<file path="src/atc_top_note_unused.sv">
`timescale 1ns/1ns

</file>
<file path="src/atc_pkg.sv">
package atc_pkg;
    // Register word indices; byte address is four times the index
    localparam logic [9:0] IDX_PRESCALE = 10'h08e;
    localparam logic [9:0] IDX_IRQ_EN = 10'h0a8;
    localparam logic [9:0] IDX_IRQ_PRIO = 10'h0b8;
    localparam logic [9:0] IDX_CTRL = 10'h0c8;
    localparam logic [9:0] IDX_MODE = 10'h0c9;
    localparam logic [9:0] IDX_RCAP_LO = 10'h0ca;
    localparam logic [9:0] IDX_RCAP_HI = 10'h0cb;
    localparam logic [9:0] IDX_CNT_LO = 10'h0cc;
    localparam logic [9:0] IDX_CNT_HI = 10'h0cd;

    // Control register fields
    localparam int CTRL_OVF_FLAG = 7;
    localparam int CTRL_EXT_FLAG = 6;
    localparam int CTRL_RX_SEL = 5;
    localparam int CTRL_TX_SEL = 4;
    localparam int CTRL_EXT_EN = 3;
    localparam int CTRL_RUN = 2;
    localparam int CTRL_CNT_MODE = 1;
    localparam int CTRL_CAPTURE = 0;

    // Mode register fields
    localparam int MODE_CLK_OUT = 1;
    localparam int MODE_UPDOWN = 0;

    // Prescale, enable and priority fields
    localparam int PRESCALE_BYPASS = 2;
    localparam int IRQ_EN_GLOBAL = 7;
    localparam int IRQ_EN_AUX = 5;
    localparam int IRQ_PRIO_AUX = 5;

    // Writable bit masks (reserved bits read zero)
    localparam logic [7:0] PRESCALE_MASK = 8'h07;
    localparam logic [7:0] IRQ_EN_MASK = 8'hef;
    localparam logic [7:0] IRQ_PRIO_MASK = 8'h6f;
    localparam logic [7:0] MODE_MASK = 8'h03;

    // Reset values and top count value
    localparam logic [7:0] RESET_BYTE = 8'h00;
    localparam logic [15:0] RESET_WORD = 16'h0000;
    localparam logic [15:0] COUNT_TOP = 16'hffff;

    // Timer clock divider when not bypassed
    localparam int PRESCALE_DIV = 12;
endpackage

</file>
<file path="src/atc_timer.sv">
// Register access over APB was chosen for this implementation.
`timescale 1ns/1ns
// Operation
// - Timer clock is system clock over 12 or undivided
// - Enable bit 5 gates the timer interrupt
// - Priority bit 5 selects low or high
// - Run clear holds count; trigger still works
// - Capture mode overflow sets flag, may interrupt
// - Capture mode trigger fall copies count, flags
// - Reload mode counts up, flags, reloads value
// - Trigger fall also reloads and sets external flag
// - Up/down: trigger level sets direction, enable ignored
// - Counting up overflows at top, reloads
// - Counting down reaching reload loads top value
// - Up/down: external flag is seventeenth bit
// - Receive and transmit baud selected independently
// - Baud mode reloads without flag or interrupt
// - Baud mode trigger fall sets flag only
// - Baud tick rate is overflow rate over two
// - Clock output is half duty, overflow over four
// - Clock output mode: no overflow interrupt, pin driven
// - Both flags share one interrupt request
// - Flags set by software; software, reset or up/down toggle clear
// - Interrupt when flag set and both gates open
// - Counter mode counts count pin pulses
// - Baud select bits pick this or other timer
module atc_timer #(
    parameter int DIV = atc_pkg::PRESCALE_DIV
) (
    // Clock and reset
    input wire logic clk,
    input wire logic resetn,
    // APB slave
    input wire logic psel,
    input wire logic penable,
    input wire logic pwrite,
    input wire logic [11:0] paddr,
    input wire logic [31:0] pwdata,
    output logic [31:0] prdata,
    output logic pready,
    output logic pslverr,
    // Pins
    input wire logic count_clock_pin_in,
    output logic count_clock_pin_out,
    output logic count_clock_pin_oe,
    input wire logic trigger_direction_pin,
    // UART baud ticks
    input wire logic other_rx_tick,
    input wire logic other_tx_tick,
    output logic rx_baud_tick,
    output logic tx_baud_tick,
    // Interrupt request
    output logic irq_req,
    output logic irq_high_priority
);
    import atc_pkg::*;

    // Mode overview
    // Capture mode: capture select set, no baud select,
    // clock output off.
    // Capture mode counts up and wraps to zero at the top.
    // Capture mode overflow sets the overflow flag.
    // Capture mode trigger fall copies the count into
    // the reload/capture word, when trigger enable is set.
    // Capture mode trigger fall also sets the external flag.
    // Reload mode: capture select clear, no baud select.
    // Reload mode overflow loads the reload/capture word.
    // Reload mode overflow sets the overflow flag.
    // Reload mode trigger fall reloads the count as well,
    // when trigger enable is set, and sets the external flag.
    // Up/down mode: mode bit 0 set in reload mode.
    // Up/down mode takes its direction from the trigger level.
    // Trigger high counts up; top value overflows and reloads.
    // Trigger low counts down; a match with the reload word
    // overflows and loads the top value.
    // Up/down mode ignores the trigger enable bit.
    // Up/down mode toggles the external flag per overflow,
    // so it reads as a seventeenth count bit.
    // Up/down mode never raises an interrupt on that bit.
    // Baud mode: either baud select bit set.
    // Baud mode reloads on every overflow.
    // Baud mode sets no overflow flag.
    // Baud mode trigger fall sets the external flag only.
    // Baud tick: one pulse for every second overflow.
    // The UART divides the tick by a further sixteen.
    // Clock output mode: mode bit 1 set, timer mode.
    // Clock output toggles on every second overflow,
    // so a full period takes four overflows.
    // Clock output mode drives the count pin.
    // Clock output mode sets no overflow flag.
    // Clock output and baud mode may run together.
    // Run bit clear freezes the count in every mode.
    // Trigger edges still act while the run bit is clear.
    //
    // Timer clock
    // Prescale bypass set: one tick every system clock.
    // Prescale bypass clear: one tick every DIV clocks.
    // The divider runs free, so the first tick after
    // setting run may come early by up to DIV-1 clocks.
    // Counter mode: one tick per count pin falling edge.
    // Counter mode needs pin pulses of at least one clock
    // high and one clock low to be seen.
    //
    // Pins
    // Both pins pass two flip-flops before use.
    // A third flip-flop keeps the previous level,
    // so each falling edge is a one-cycle pulse.
    // Synchronisers reset high, the pull-up level,
    // which keeps a false edge out after reset.
    // Pin actions lag the pin by three clocks.
    //
    // Flags
    // A hardware set wins over a software clear
    // in the same cycle, so no event is lost.
    // Software may set either flag by a write.
    // A write, a reset or an up/down overflow toggle clears a flag.
    //
    // Bus
    // Every register answers with no wait state.
    // Unmapped words answer with an error and read zero.
    // Reserved bits read zero.
    // A count write wins over the counter's own update.
    // Sixteen-bit values are two byte writes; writing
    // one byte of a running count may race the other.
    // Software should leave count and reload words alone
    // while this timer makes a baud rate.
    //
    // Interrupt
    // Both flags share one request line.
    // The request needs the global gate and the timer
    // enable bit, and stays while a flag stays.
    // The priority bit passes straight to its output.

    // Divider must leave an idle cycle and fit its counter
    if (DIV < 2 || DIV > 16) begin : g_bad_div
        initial begin
            $error("DIV must be 2 to 16");
        end
    end

    logic [7:0] prescale_reg;
    logic [7:0] irq_en_reg;
    logic [7:0] irq_prio_reg;
    logic [7:0] ctrl_reg;
    logic [7:0] ctrl_next;
    logic [7:0] mode_reg;
    logic [15:0] rcap_reg;
    logic [15:0] rcap_next;
    logic [15:0] count_reg;
    logic [15:0] count_next;
    logic [3:0] div_reg;
    logic half_reg;
    logic clk_out_reg;
    logic trig_s1_reg;
    logic trig_s2_reg;
    logic trig_d_reg;
    logic cnt_s1_reg;
    logic cnt_s2_reg;
    logic cnt_d_reg;
    logic baud_tick_reg;

    // Bus decode
    wire [9:0] idx = paddr[11:2];
    wire access = psel & penable;
    wire wr = access & pwrite;
    wire hit_prescale = idx == IDX_PRESCALE;
    wire hit_irq_en = idx == IDX_IRQ_EN;
    wire hit_irq_prio = idx == IDX_IRQ_PRIO;
    wire hit_ctrl = idx == IDX_CTRL;
    wire hit_mode = idx == IDX_MODE;
    wire hit_rcap_lo = idx == IDX_RCAP_LO;
    wire hit_rcap_hi = idx == IDX_RCAP_HI;
    wire hit_cnt_lo = idx == IDX_CNT_LO;
    wire hit_cnt_hi = idx == IDX_CNT_HI;
    wire mapped = hit_prescale | hit_irq_en | hit_irq_prio | hit_ctrl | hit_mode |
                  hit_rcap_lo | hit_rcap_hi | hit_cnt_lo | hit_cnt_hi;
    wire [7:0] wbyte = pwdata[7:0];

    // Zero-wait answers; unmapped words error out
    assign pready = 1'b1;
    assign pslverr = access & ~mapped;

    // Read mux
    wire [7:0] rbyte = hit_prescale ? prescale_reg :
                       hit_irq_en ? irq_en_reg :
                       hit_irq_prio ? irq_prio_reg :
                       hit_ctrl ? ctrl_reg :
                       hit_mode ? mode_reg :
                       hit_rcap_lo ? rcap_reg[7:0] :
                       hit_rcap_hi ? rcap_reg[15:8] :
                       hit_cnt_lo ? count_reg[7:0] :
                       hit_cnt_hi ? count_reg[15:8] : RESET_BYTE;
    assign prdata = {24'h000000, rbyte};

    // Mode decode
    wire run = ctrl_reg[CTRL_RUN];
    wire ext_en = ctrl_reg[CTRL_EXT_EN];
    wire counter_mode = ctrl_reg[CTRL_CNT_MODE];
    wire baud_mode = ctrl_reg[CTRL_RX_SEL] | ctrl_reg[CTRL_TX_SEL];
    wire clk_out_mode = mode_reg[MODE_CLK_OUT] & ~counter_mode;
    wire capture_mode = ctrl_reg[CTRL_CAPTURE] & ~baud_mode & ~clk_out_mode;
    wire updown_mode = mode_reg[MODE_UPDOWN] & ~capture_mode & ~baud_mode;
    wire count_down = updown_mode & ~trig_s2_reg;

    // Pin edges from synchronised samples
    wire trig_fall = trig_d_reg & ~trig_s2_reg;
    wire cnt_fall = cnt_d_reg & ~cnt_s2_reg;

    // Timer clock selection
    wire div_tick = div_reg == 4'(DIV - 1);
    wire timer_clk = prescale_reg[PRESCALE_BYPASS] | div_tick;
    wire tick = run & (counter_mode ? cnt_fall : timer_clk);

    // Overflow detection
    wire up_ovf = tick & ~count_down & (count_reg == COUNT_TOP);
    wire down_ovf = tick & count_down & (count_reg == rcap_reg);
    wire ovf = up_ovf | down_ovf;
    wire ovf_flag_set = ovf & ~baud_mode & ~clk_out_mode;
    wire ext_event = trig_fall & ext_en & ~updown_mode;
    wire ext_reload = ext_event & ~capture_mode & ~baud_mode;
    wire do_capture = ext_event & capture_mode;
    wire ext_toggle = updown_mode & ovf;

    // Control register, flags set by hardware win over a software clear
    always_comb begin
        ctrl_next = (wr & hit_ctrl) ? wbyte : ctrl_reg;
        if (ovf_flag_set) begin
            ctrl_next[CTRL_OVF_FLAG] = 1'b1;
        end
        if (ext_event) begin
            ctrl_next[CTRL_EXT_FLAG] = 1'b1;
        end
        if (ext_toggle) begin
            ctrl_next[CTRL_EXT_FLAG] = ~ctrl_reg[CTRL_EXT_FLAG];
        end
    end

    // Reload/capture register
    always_comb begin
        rcap_next = rcap_reg;
        if (wr & hit_rcap_lo) begin
            rcap_next[7:0] = wbyte;
        end
        if (wr & hit_rcap_hi) begin
            rcap_next[15:8] = wbyte;
        end
        if (do_capture) begin
            rcap_next = count_reg;
        end
    end

    // Counter; a software write takes precedence
    always_comb begin
        count_next = count_reg;
        if (ext_reload) begin
            count_next = rcap_reg;
        end else if (down_ovf) begin
            count_next = COUNT_TOP;
        end else if (up_ovf & ~capture_mode) begin
            count_next = rcap_reg;
        end else if (tick) begin
            count_next = count_down ? count_reg - 16'h0001 : count_reg + 16'h0001;
        end
        if (wr & hit_cnt_lo) begin
            count_next[7:0] = wbyte;
        end
        if (wr & hit_cnt_hi) begin
            count_next[15:8] = wbyte;
        end
    end

    // Register file and counter state
    always_ff @(posedge clk or negedge resetn) begin
        if (!resetn) begin
            prescale_reg <= RESET_BYTE;
            irq_en_reg <= RESET_BYTE;
            irq_prio_reg <= RESET_BYTE;
            ctrl_reg <= RESET_BYTE;
            mode_reg <= RESET_BYTE;
            rcap_reg <= RESET_WORD;
            count_reg <= RESET_WORD;
        end else begin
            if (wr & hit_prescale) begin
                prescale_reg <= wbyte & PRESCALE_MASK;
            end
            if (wr & hit_irq_en) begin
                irq_en_reg <= wbyte & IRQ_EN_MASK;
            end
            if (wr & hit_irq_prio) begin
                irq_prio_reg <= wbyte & IRQ_PRIO_MASK;
            end
            if (wr & hit_mode) begin
                mode_reg <= wbyte & MODE_MASK;
            end
            ctrl_reg <= ctrl_next;
            rcap_reg <= rcap_next;
            count_reg <= count_next;
        end
    end

    // System clock prescaler, free running
    always_ff @(posedge clk or negedge resetn) begin
        if (!resetn) begin
            div_reg <= 4'h0;
        end else begin
            div_reg <= div_tick ? 4'h0 : div_reg + 4'h1;
        end
    end

    // Pin synchronisers and edge history
    always_ff @(posedge clk or negedge resetn) begin
        if (!resetn) begin
            trig_s1_reg <= 1'b1;
            trig_s2_reg <= 1'b1;
            trig_d_reg <= 1'b1;
            cnt_s1_reg <= 1'b1;
            cnt_s2_reg <= 1'b1;
            cnt_d_reg <= 1'b1;
        end else begin
            trig_s1_reg <= trigger_direction_pin;
            trig_s2_reg <= trig_s1_reg;
            trig_d_reg <= trig_s2_reg;
            cnt_s1_reg <= count_clock_pin_in;
            cnt_s2_reg <= cnt_s1_reg;
            cnt_d_reg <= cnt_s2_reg;
        end
    end

    // Overflow halver feeding baud tick and clock output
    always_ff @(posedge clk or negedge resetn) begin
        if (!resetn) begin
            half_reg <= 1'b0;
            clk_out_reg <= 1'b0;
            baud_tick_reg <= 1'b0;
        end else begin
            half_reg <= ovf ? ~half_reg : half_reg;
            baud_tick_reg <= ovf & half_reg & baud_mode;
            if (ovf & half_reg & clk_out_mode) begin
                clk_out_reg <= ~clk_out_reg;
            end
        end
    end

    // Pin drive in clock output mode
    assign count_clock_pin_out = clk_out_reg;
    assign count_clock_pin_oe = clk_out_mode;

    // Baud source selection per direction
    assign rx_baud_tick = ctrl_reg[CTRL_RX_SEL] ? baud_tick_reg : other_rx_tick;
    assign tx_baud_tick = ctrl_reg[CTRL_TX_SEL] ? baud_tick_reg : other_tx_tick;

    // Shared interrupt request
    wire flag_pending = ctrl_reg[CTRL_OVF_FLAG] | (ctrl_reg[CTRL_EXT_FLAG] & ~updown_mode);
    assign irq_req = irq_en_reg[IRQ_EN_GLOBAL] & irq_en_reg[IRQ_EN_AUX] & flag_pending;
    assign irq_high_priority = irq_prio_reg[IRQ_PRIO_AUX];
endmodule // atc_timer

</file>
<file path="config.mk">
export PLATFORM = sky130hd
export DESIGN_NAME = atc_timer
export DESIGN_NICKNAME = d
export VERILOG_FILES = /design/src/atc_top_note_unused.sv /design/src/atc_pkg.sv /design/src/atc_timer.sv
export SDC_FILE = /design/constraint.sdc
export NUM_CORES = 1
export LEC_CHECK = 0
export ABC_AREA = 1
export ABC_CLOCK_PERIOD_IN_PS = 3000
export CAP_MARGIN = 0
export CORE_ASPECT_RATIO = 0.6
export CORE_MARGIN = 4
export CORE_UTILIZATION = 40
export DETAILED_ROUTE_END_ITERATION = 7
export DONT_BUFFER_PORTS = 1
export GPL_ROUTABILITY_DRIVEN = 1
export HOLD_SLACK_MARGIN = 0.08
export SETUP_SLACK_MARGIN = 0.05
export SYNTH_ARGS = -nofsm -noshare
export SYNTH_HDL_FRONTEND = slang
export SYNTH_SLANG_ARGS = --single-unit
</file>
<file path="constraint.sdc">
create_clock -name clk -period 3 [get_ports clk]
set_clock_uncertainty 0.15 [all_clocks]
set_input_delay 0.6 -clock clk [delete_from_list [all_inputs] [get_ports clk]]
set_output_delay 0.6 -clock clk [all_outputs]
set_load 0.005 [all_outputs]
</file>
### Yosys cells after proc, flatten, opt, wreduce, memory -nomap -nowiden

Cells that the tools add are included.

| cells by class | value |
|---|---|
| bitwise logic cells | 64 |
| muxes and demuxes | 27 |
| eq/ne operators | 12 |
| reductions and logical operators | 6 |
| $add $sub $neg | 3 |

Operators with widths:

| operator | count |
|---|---|
| two-way mux 8 bit | 14 |
| two-way mux 16 bit | 6 |
| == test 10 x 8 -> 1 bit, second input constant | 9 |
| bitwise AND 1 bit | 40 |
| adder 16 x 1 -> 16 bit, second input constant | 1 |
| == test 16 bit | 1 |
| == test 16 bit, second input constant | 1 |
| subtractor 16 x 1 -> 16 bit, second input constant | 1 |
| NOT 1 bit | 12 |
| OR 1 bit | 12 |
| nonzero test 5 bit | 2 |
| two-way mux 1 bit | 6 |
| nonzero test 2 bit | 3 |
| adder 4 x 1 -> 4 bit, second input constant | 1 |
| == test 4 bit, second input constant | 1 |
| two-way mux 4 bit | 1 |
| nonzero test 3 bit | 1 |

| storage, ports and cells | value |
|---|---|
| word-level logic and storage cells | 133 |
| bits in registers | 71 |
| input port bits | 53 |

### Logic depth before layout (Yosys ltp)

| logic depth | value |
|---|---|
| depth after elaboration | 16 |
| depth in mapped cells | 20 |
| gate-level depth less buffers | 19 |

### Worst setup path before layout

Ideal clock, no wire load.

| timing | value |
|---|---|
| path kind | input to output |
| from | input paddr[11] |
| to | output prdata[2] |
| stages on the path | 10 |
| path buffers | 0 |
| setup slack | 370 ps |
| arrival time | 1880 ps |
| required time | 2250 ps |
| cell sequence | nor2_2 > inv_1 > nor2_1 > nand2_1 > nor2_2 > clkinv_1 > o211ai_1 > o211ai_1 > nand2_1 > o21ai_1 |

| on the way | value |
|---|---|
| cells in the longest elaborated chain, start to end | 10 |
| elaborated cells between the ends (all ways) | 18 |
| classes of those cells | eq/ne (9); mux (9) |

RTL lines:

| what | RTL line | source |
|---|---|---|
| start: declaration | atc_timer.sv:37 | `input wire logic [11:0] paddr,` |
| == test 10 x 8 -> 1 bit | atc_timer.sv:174 | `wire hit_cnt_hi = idx == IDX_CNT_HI;` |
| two-way mux 8 bit | atc_timer.sv:192 | `hit_cnt_hi ? count_reg[15:8] : RESET_BYTE;` |
| two-way mux 8 bit | atc_timer.sv:191 | `hit_cnt_lo ? count_reg[7:0] :` |
| two-way mux 8 bit | atc_timer.sv:190 | `hit_rcap_hi ? rcap_reg[15:8] :` |
| two-way mux 8 bit | atc_timer.sv:189 | `hit_rcap_lo ? rcap_reg[7:0] :` |
| two-way mux 8 bit | atc_timer.sv:188 | `hit_mode ? mode_reg :` |
| two-way mux 8 bit | atc_timer.sv:187 | `hit_ctrl ? ctrl_reg :` |
| two-way mux 8 bit | atc_timer.sv:186 | `hit_irq_prio ? irq_prio_reg :` |
| two-way mux 8 bit | atc_timer.sv:185 | `hit_irq_en ? irq_en_reg :` |
| two-way mux 8 bit (*) | atc_timer.sv:184 | `wire [7:0] rbyte = hit_prescale ? prescale_reg :` |
| end: declaration | atc_timer.sv:39 | `output logic [31:0] prdata,` |

Every way passes the cells marked *; elsewhere a longest branch is shown, timed or not.

### Worst setup path after layout

| timing | value |
|---|---|
| from | input paddr[11] |
| to | output prdata[3] |

The elaborated chain is that of the path after synthesis.

==> flow_summary_export.csv <==
group,metric,value,unit
global_routing,global_route_wire_length_before_repair,30.5,mm
pwr,maximum_resistive_drop_on_vdd,0.000241,V
pwr,combPwrFrac,14.6,%
critical_path,crit_family,"simple AND/OR/NAND/NOR gates",
drt,drt_iter0_drc,751,
floorplan,design.die.area,0.0159,mm2
pwr,leakagePower,3.11,nW
cts,clk_latency,0.34,ns
critical_path,criticalPathCategory,"input pin to primary output",
pwr,power_frac_clock,44.4,%
floorplan,ioPinCount,93,
drt,routedWlPerCell,19.0,um
sta,setup_total_negative_slack,0,ns
sta,grt_setup_unrepaired,"yes",
cts,ctsRootBufferMaster,"clkbuf_16",
floorplan,die_y_extent,99.4,um
sta,max_slew_margin,50.0,%
sta,fin_crit,2.86,ns
layout,finalNetCount,912,
synth,gate_count_of_the_mapped_netlist,851,
layout,final.fill_count,1416,
drt,detail_route.drc_violations,0,
run,cap_violations,0,
pwr,internal_power,0.00184,W
synth,synthDistinctLibCells,45,
cts,numClockSinks,71,
pwr,p_total,0.00265,W
synth,synth.cell_area,0.00557,mm2
global_routing,via_count_of_the_first_global_routing_pass,5156,
floorplan,start_util,40.8,%
placement,dp_hpwl,15.4,mm
pwr,power_per_cell_area,435,mW/mm2
placement,place_area,0.00570,mm2
sta,clock.fmax,0.349,GHz
critical_path,timing.critical_path.from,"paddr[11]",
cts,clock_tree_from_tritoncts,"built",
pwr,p_sw_share,30.7,%
hold_path,path_class_of_the_lowest_slack_min_delay_path,"input pin to flip-flop",
sta,hold_violations,0,
drt,vias_per_cell,5.53,
sta,timing_worst_slew_pin_value,0.740,ns
critical_path,slowest_delay,0.21,ns
cts,clockBufferDepth,2,
sta,setup_viol_count_final,0,
critical_path,reg2reg_from,"ctrl_reg[5]",
critical_path,critPathBufInv,3,
layout,synth_to_layout_area_growth,9.42,%
critical_path,required_time_worst_endpoint,2.25,ns
critical_path,worstSetupStartpointType,"input pin",
global_routing,global_route.usage.total,24.9,%
synth,yosysWarnings,0,
global_routing,antenna_violations_before_repair,0,
drt,drt-pass1-iter-count,5,
synth,post-synth-top-area-fraction,29.2,%
placement,routabilityCongestion,0.973,
critical_path,timing.critical_path.cells,"nor2_2 > inv_1 > nor2_1 > nand2_2 > nor2_2 > inv_2 > o21ai_0 > o221ai_1 > a21oi_2 > buf_4",
drt,dr_total_vias,5734,
critical_path,crit_path_top_delay_cell,"a21oi_2",
synth,synth_commonest_cells,"nand2_1, nor2_1, inv_1",
layout,area.sequential,0.00178,mm2
drt,wl,19.7,mm
layout,antennaDiodeCount,0,
synth,post_synth.cell_area_avg,6.54,um2
critical_path,worstPathMaxFanout,9,
pwr,netsw,0.000812,W
global_routing,grt-ovfl-total,0,
hold_path,timing.hold.worst.start,"trigger_direction_pin",
layout,final_layout_size_suffix_gt1_share,10.9,%
critical_path,critical_path.endpoint_type,"primary output",
synth,yosys-top-cells-area,"dfrtp_1, nand2_1, nor2_1",
sta,report.final.slew_viol_count,0,
floorplan,core_area,0.0136,mm2
placement,placement.io_buffers,0,
layout,multi_input_gate_area_in_the_final_layout,0.00321,mm2
cts,clk_pin_slew,0.06,ns
cts,cts.htree.levels,3,
synth,postSynthRegisterBits,71,
floorplan,die_w,160,um
critical_path,timing.critical_path.mode_cell,"nor2_2",
sta,final.period_utilization,95.4,%
synth,sequential_fraction_of_the_synthesis_area,32.1,%
synth,yosys_most_used_dff,"dfrtp_1",
cts,tritoncts.num_buffers,9,
synth,yosys.area.top_type,"dfrtp_1",
synth,synth_edf_count,0,
global_routing,grt_start_max_net_pins,72,
layout,design_area,0.00609,mm2
synth,synth-async-reset-ratio,100,%
critical_path,arrival,2.11,ns
drt,final_antenna_net_count,0,
pwr,fraction_of_power_consumed_by_sequential_logic,41.0,%
synth,leading_cell_type_by_number_of_instances_after_synthesis,"nand2_1",
floorplan,fp-row-count,33,
status,outcome,"finished, final reports clean",
[per-layer routing]
| layer | track usage (%) | part of all wire [%] | up-vias |
|---|---|---|---|
| met5 | 0 | 0 | - |
| met4 | 4.03 | 0.67 | 0 |
| met3 | 10.9 | 15 | 15 |
| met2 | 29.4 | 35 | 317 |
| met1 | 40.3 | 50 | 2650 |
| li1 | - | - | 2752 |
[worst reg2reg max path, stage by stage (launching register included)]
cell and delay (ns):
dfrtp_1 0.49, inv_2 0.15, nand2_4 0.07, nor2_8 0.20
buf_4 0.22, nand2_1 0.11, inv_1 0.08, nor2_1 0.11
nand3_1 0.10, inv_1 0.08, nor2_4 0.28, nand2_2 0.11
nand2_2 0.19, nor2_1 0.06, nand2_1 0.09, nand2_1 0.05
[layout make-up]
type | instances | area share, %
Clock inverter | 7 | 1.56
Multi-Input combinational cell | 657 | 52.6
Clock buffer | 9 | 3.70
Sequential cell | 71 | 29.3
Timing Repair Buffer | 22 | 3.29
Inverter | 96 | 5.92
Tap cell | 175 | 3.60
[timing repair]
| item | 4_1_cts | 5_1_grt |
|---|---|---|
| resized for setup | 0 | 11 |
| hold buffers | 2 | 0 |
| endpoints found under the setup margin | 0 | 6 |
| hold endpoints to repair | 71 | 0 |
| setup buffers | 0 | 0 |
[worst paths after layout]
path / end / slack, ns / cells after the start
setup / recovery: prdata[3] / 0.14 / 10
hold / removal: trig_s1_reg / 0.11 / 0
setup reg to reg: count_reg[13] / 0.33 / 15
hold reg to reg: cnt_s2_reg / 0.20 / 0
max in group asynchronous: trig_s1_reg / 1.67 / 2
min in group asynchronous: div_reg[2] / 0.64 / 2
[per-stage QoR]
| step | hold slack [ns] | cells | setup WS [ns] | util [%] |
|---|---|---|---|---|
| global route | 0.0929 | 1037 | 0.0228 | 44.7 |
| CTS | 0.101 | 1037 | 0.0671 | 44.5 |
| finish | 0.109 | 1037 | 0.139 | 44.7 |
| global placement | 0.156 | 1019 | 0.107 | 41.9 |
| detailed placement | 0.156 | 1019 | 0.0735 | 41.9 |
| floorplan | 0.154 | 874 | 0.370 | - |
[kinds of logic after synthesis]
group	after synthesis	share of synthesized area, %
buffers and inverters	146	12.4
other	2	0.135
and+or+nand+nor	489	39.1
DFF	71	32.1
xor gates and xnor gates	15	2.36
AOI/OAI and AO/OA	126	13.5
adders and majority gates	2	0.450
[cell usage in the layout (no fill, tap or decap), types with 3 or more instances in the layout]
cell type,count
nand2_1,218
nor2_1,139
inv_1,86
dfrtp_1,65
o21ai_0,55
nand3_1,45
nand4_1,33
a21oi_1,30
conb_1,25
buf_4,19
nand2_2,17
xor2_1,10
o211ai_1,9
clkbuf_16,9
o221ai_1,8
inv_2,7
nor2_2,7
o41ai_1,6
dfstp_2,6
nor3_1,5
nor4_1,5
xnor2_1,5
nor2_4,4
o22ai_1,4
o21ai_1,4
a41oi_1,4
clkinv_1,3
[power by group through the flow]
stage          clock, W  sequential, W  combinational (W)
3_3_place_gp          0        0.00110           0.000348
4_1_cts         0.00118        0.00108           0.000375
3_5_place_dp          0        0.00110           0.000348
2_1_floorplan         0        0.00103           0.000311
5_1_grt         0.00123        0.00109           0.000432
6_report        0.00118        0.00109           0.000387
No activity file was read; power rests on OpenSTA's default activity.
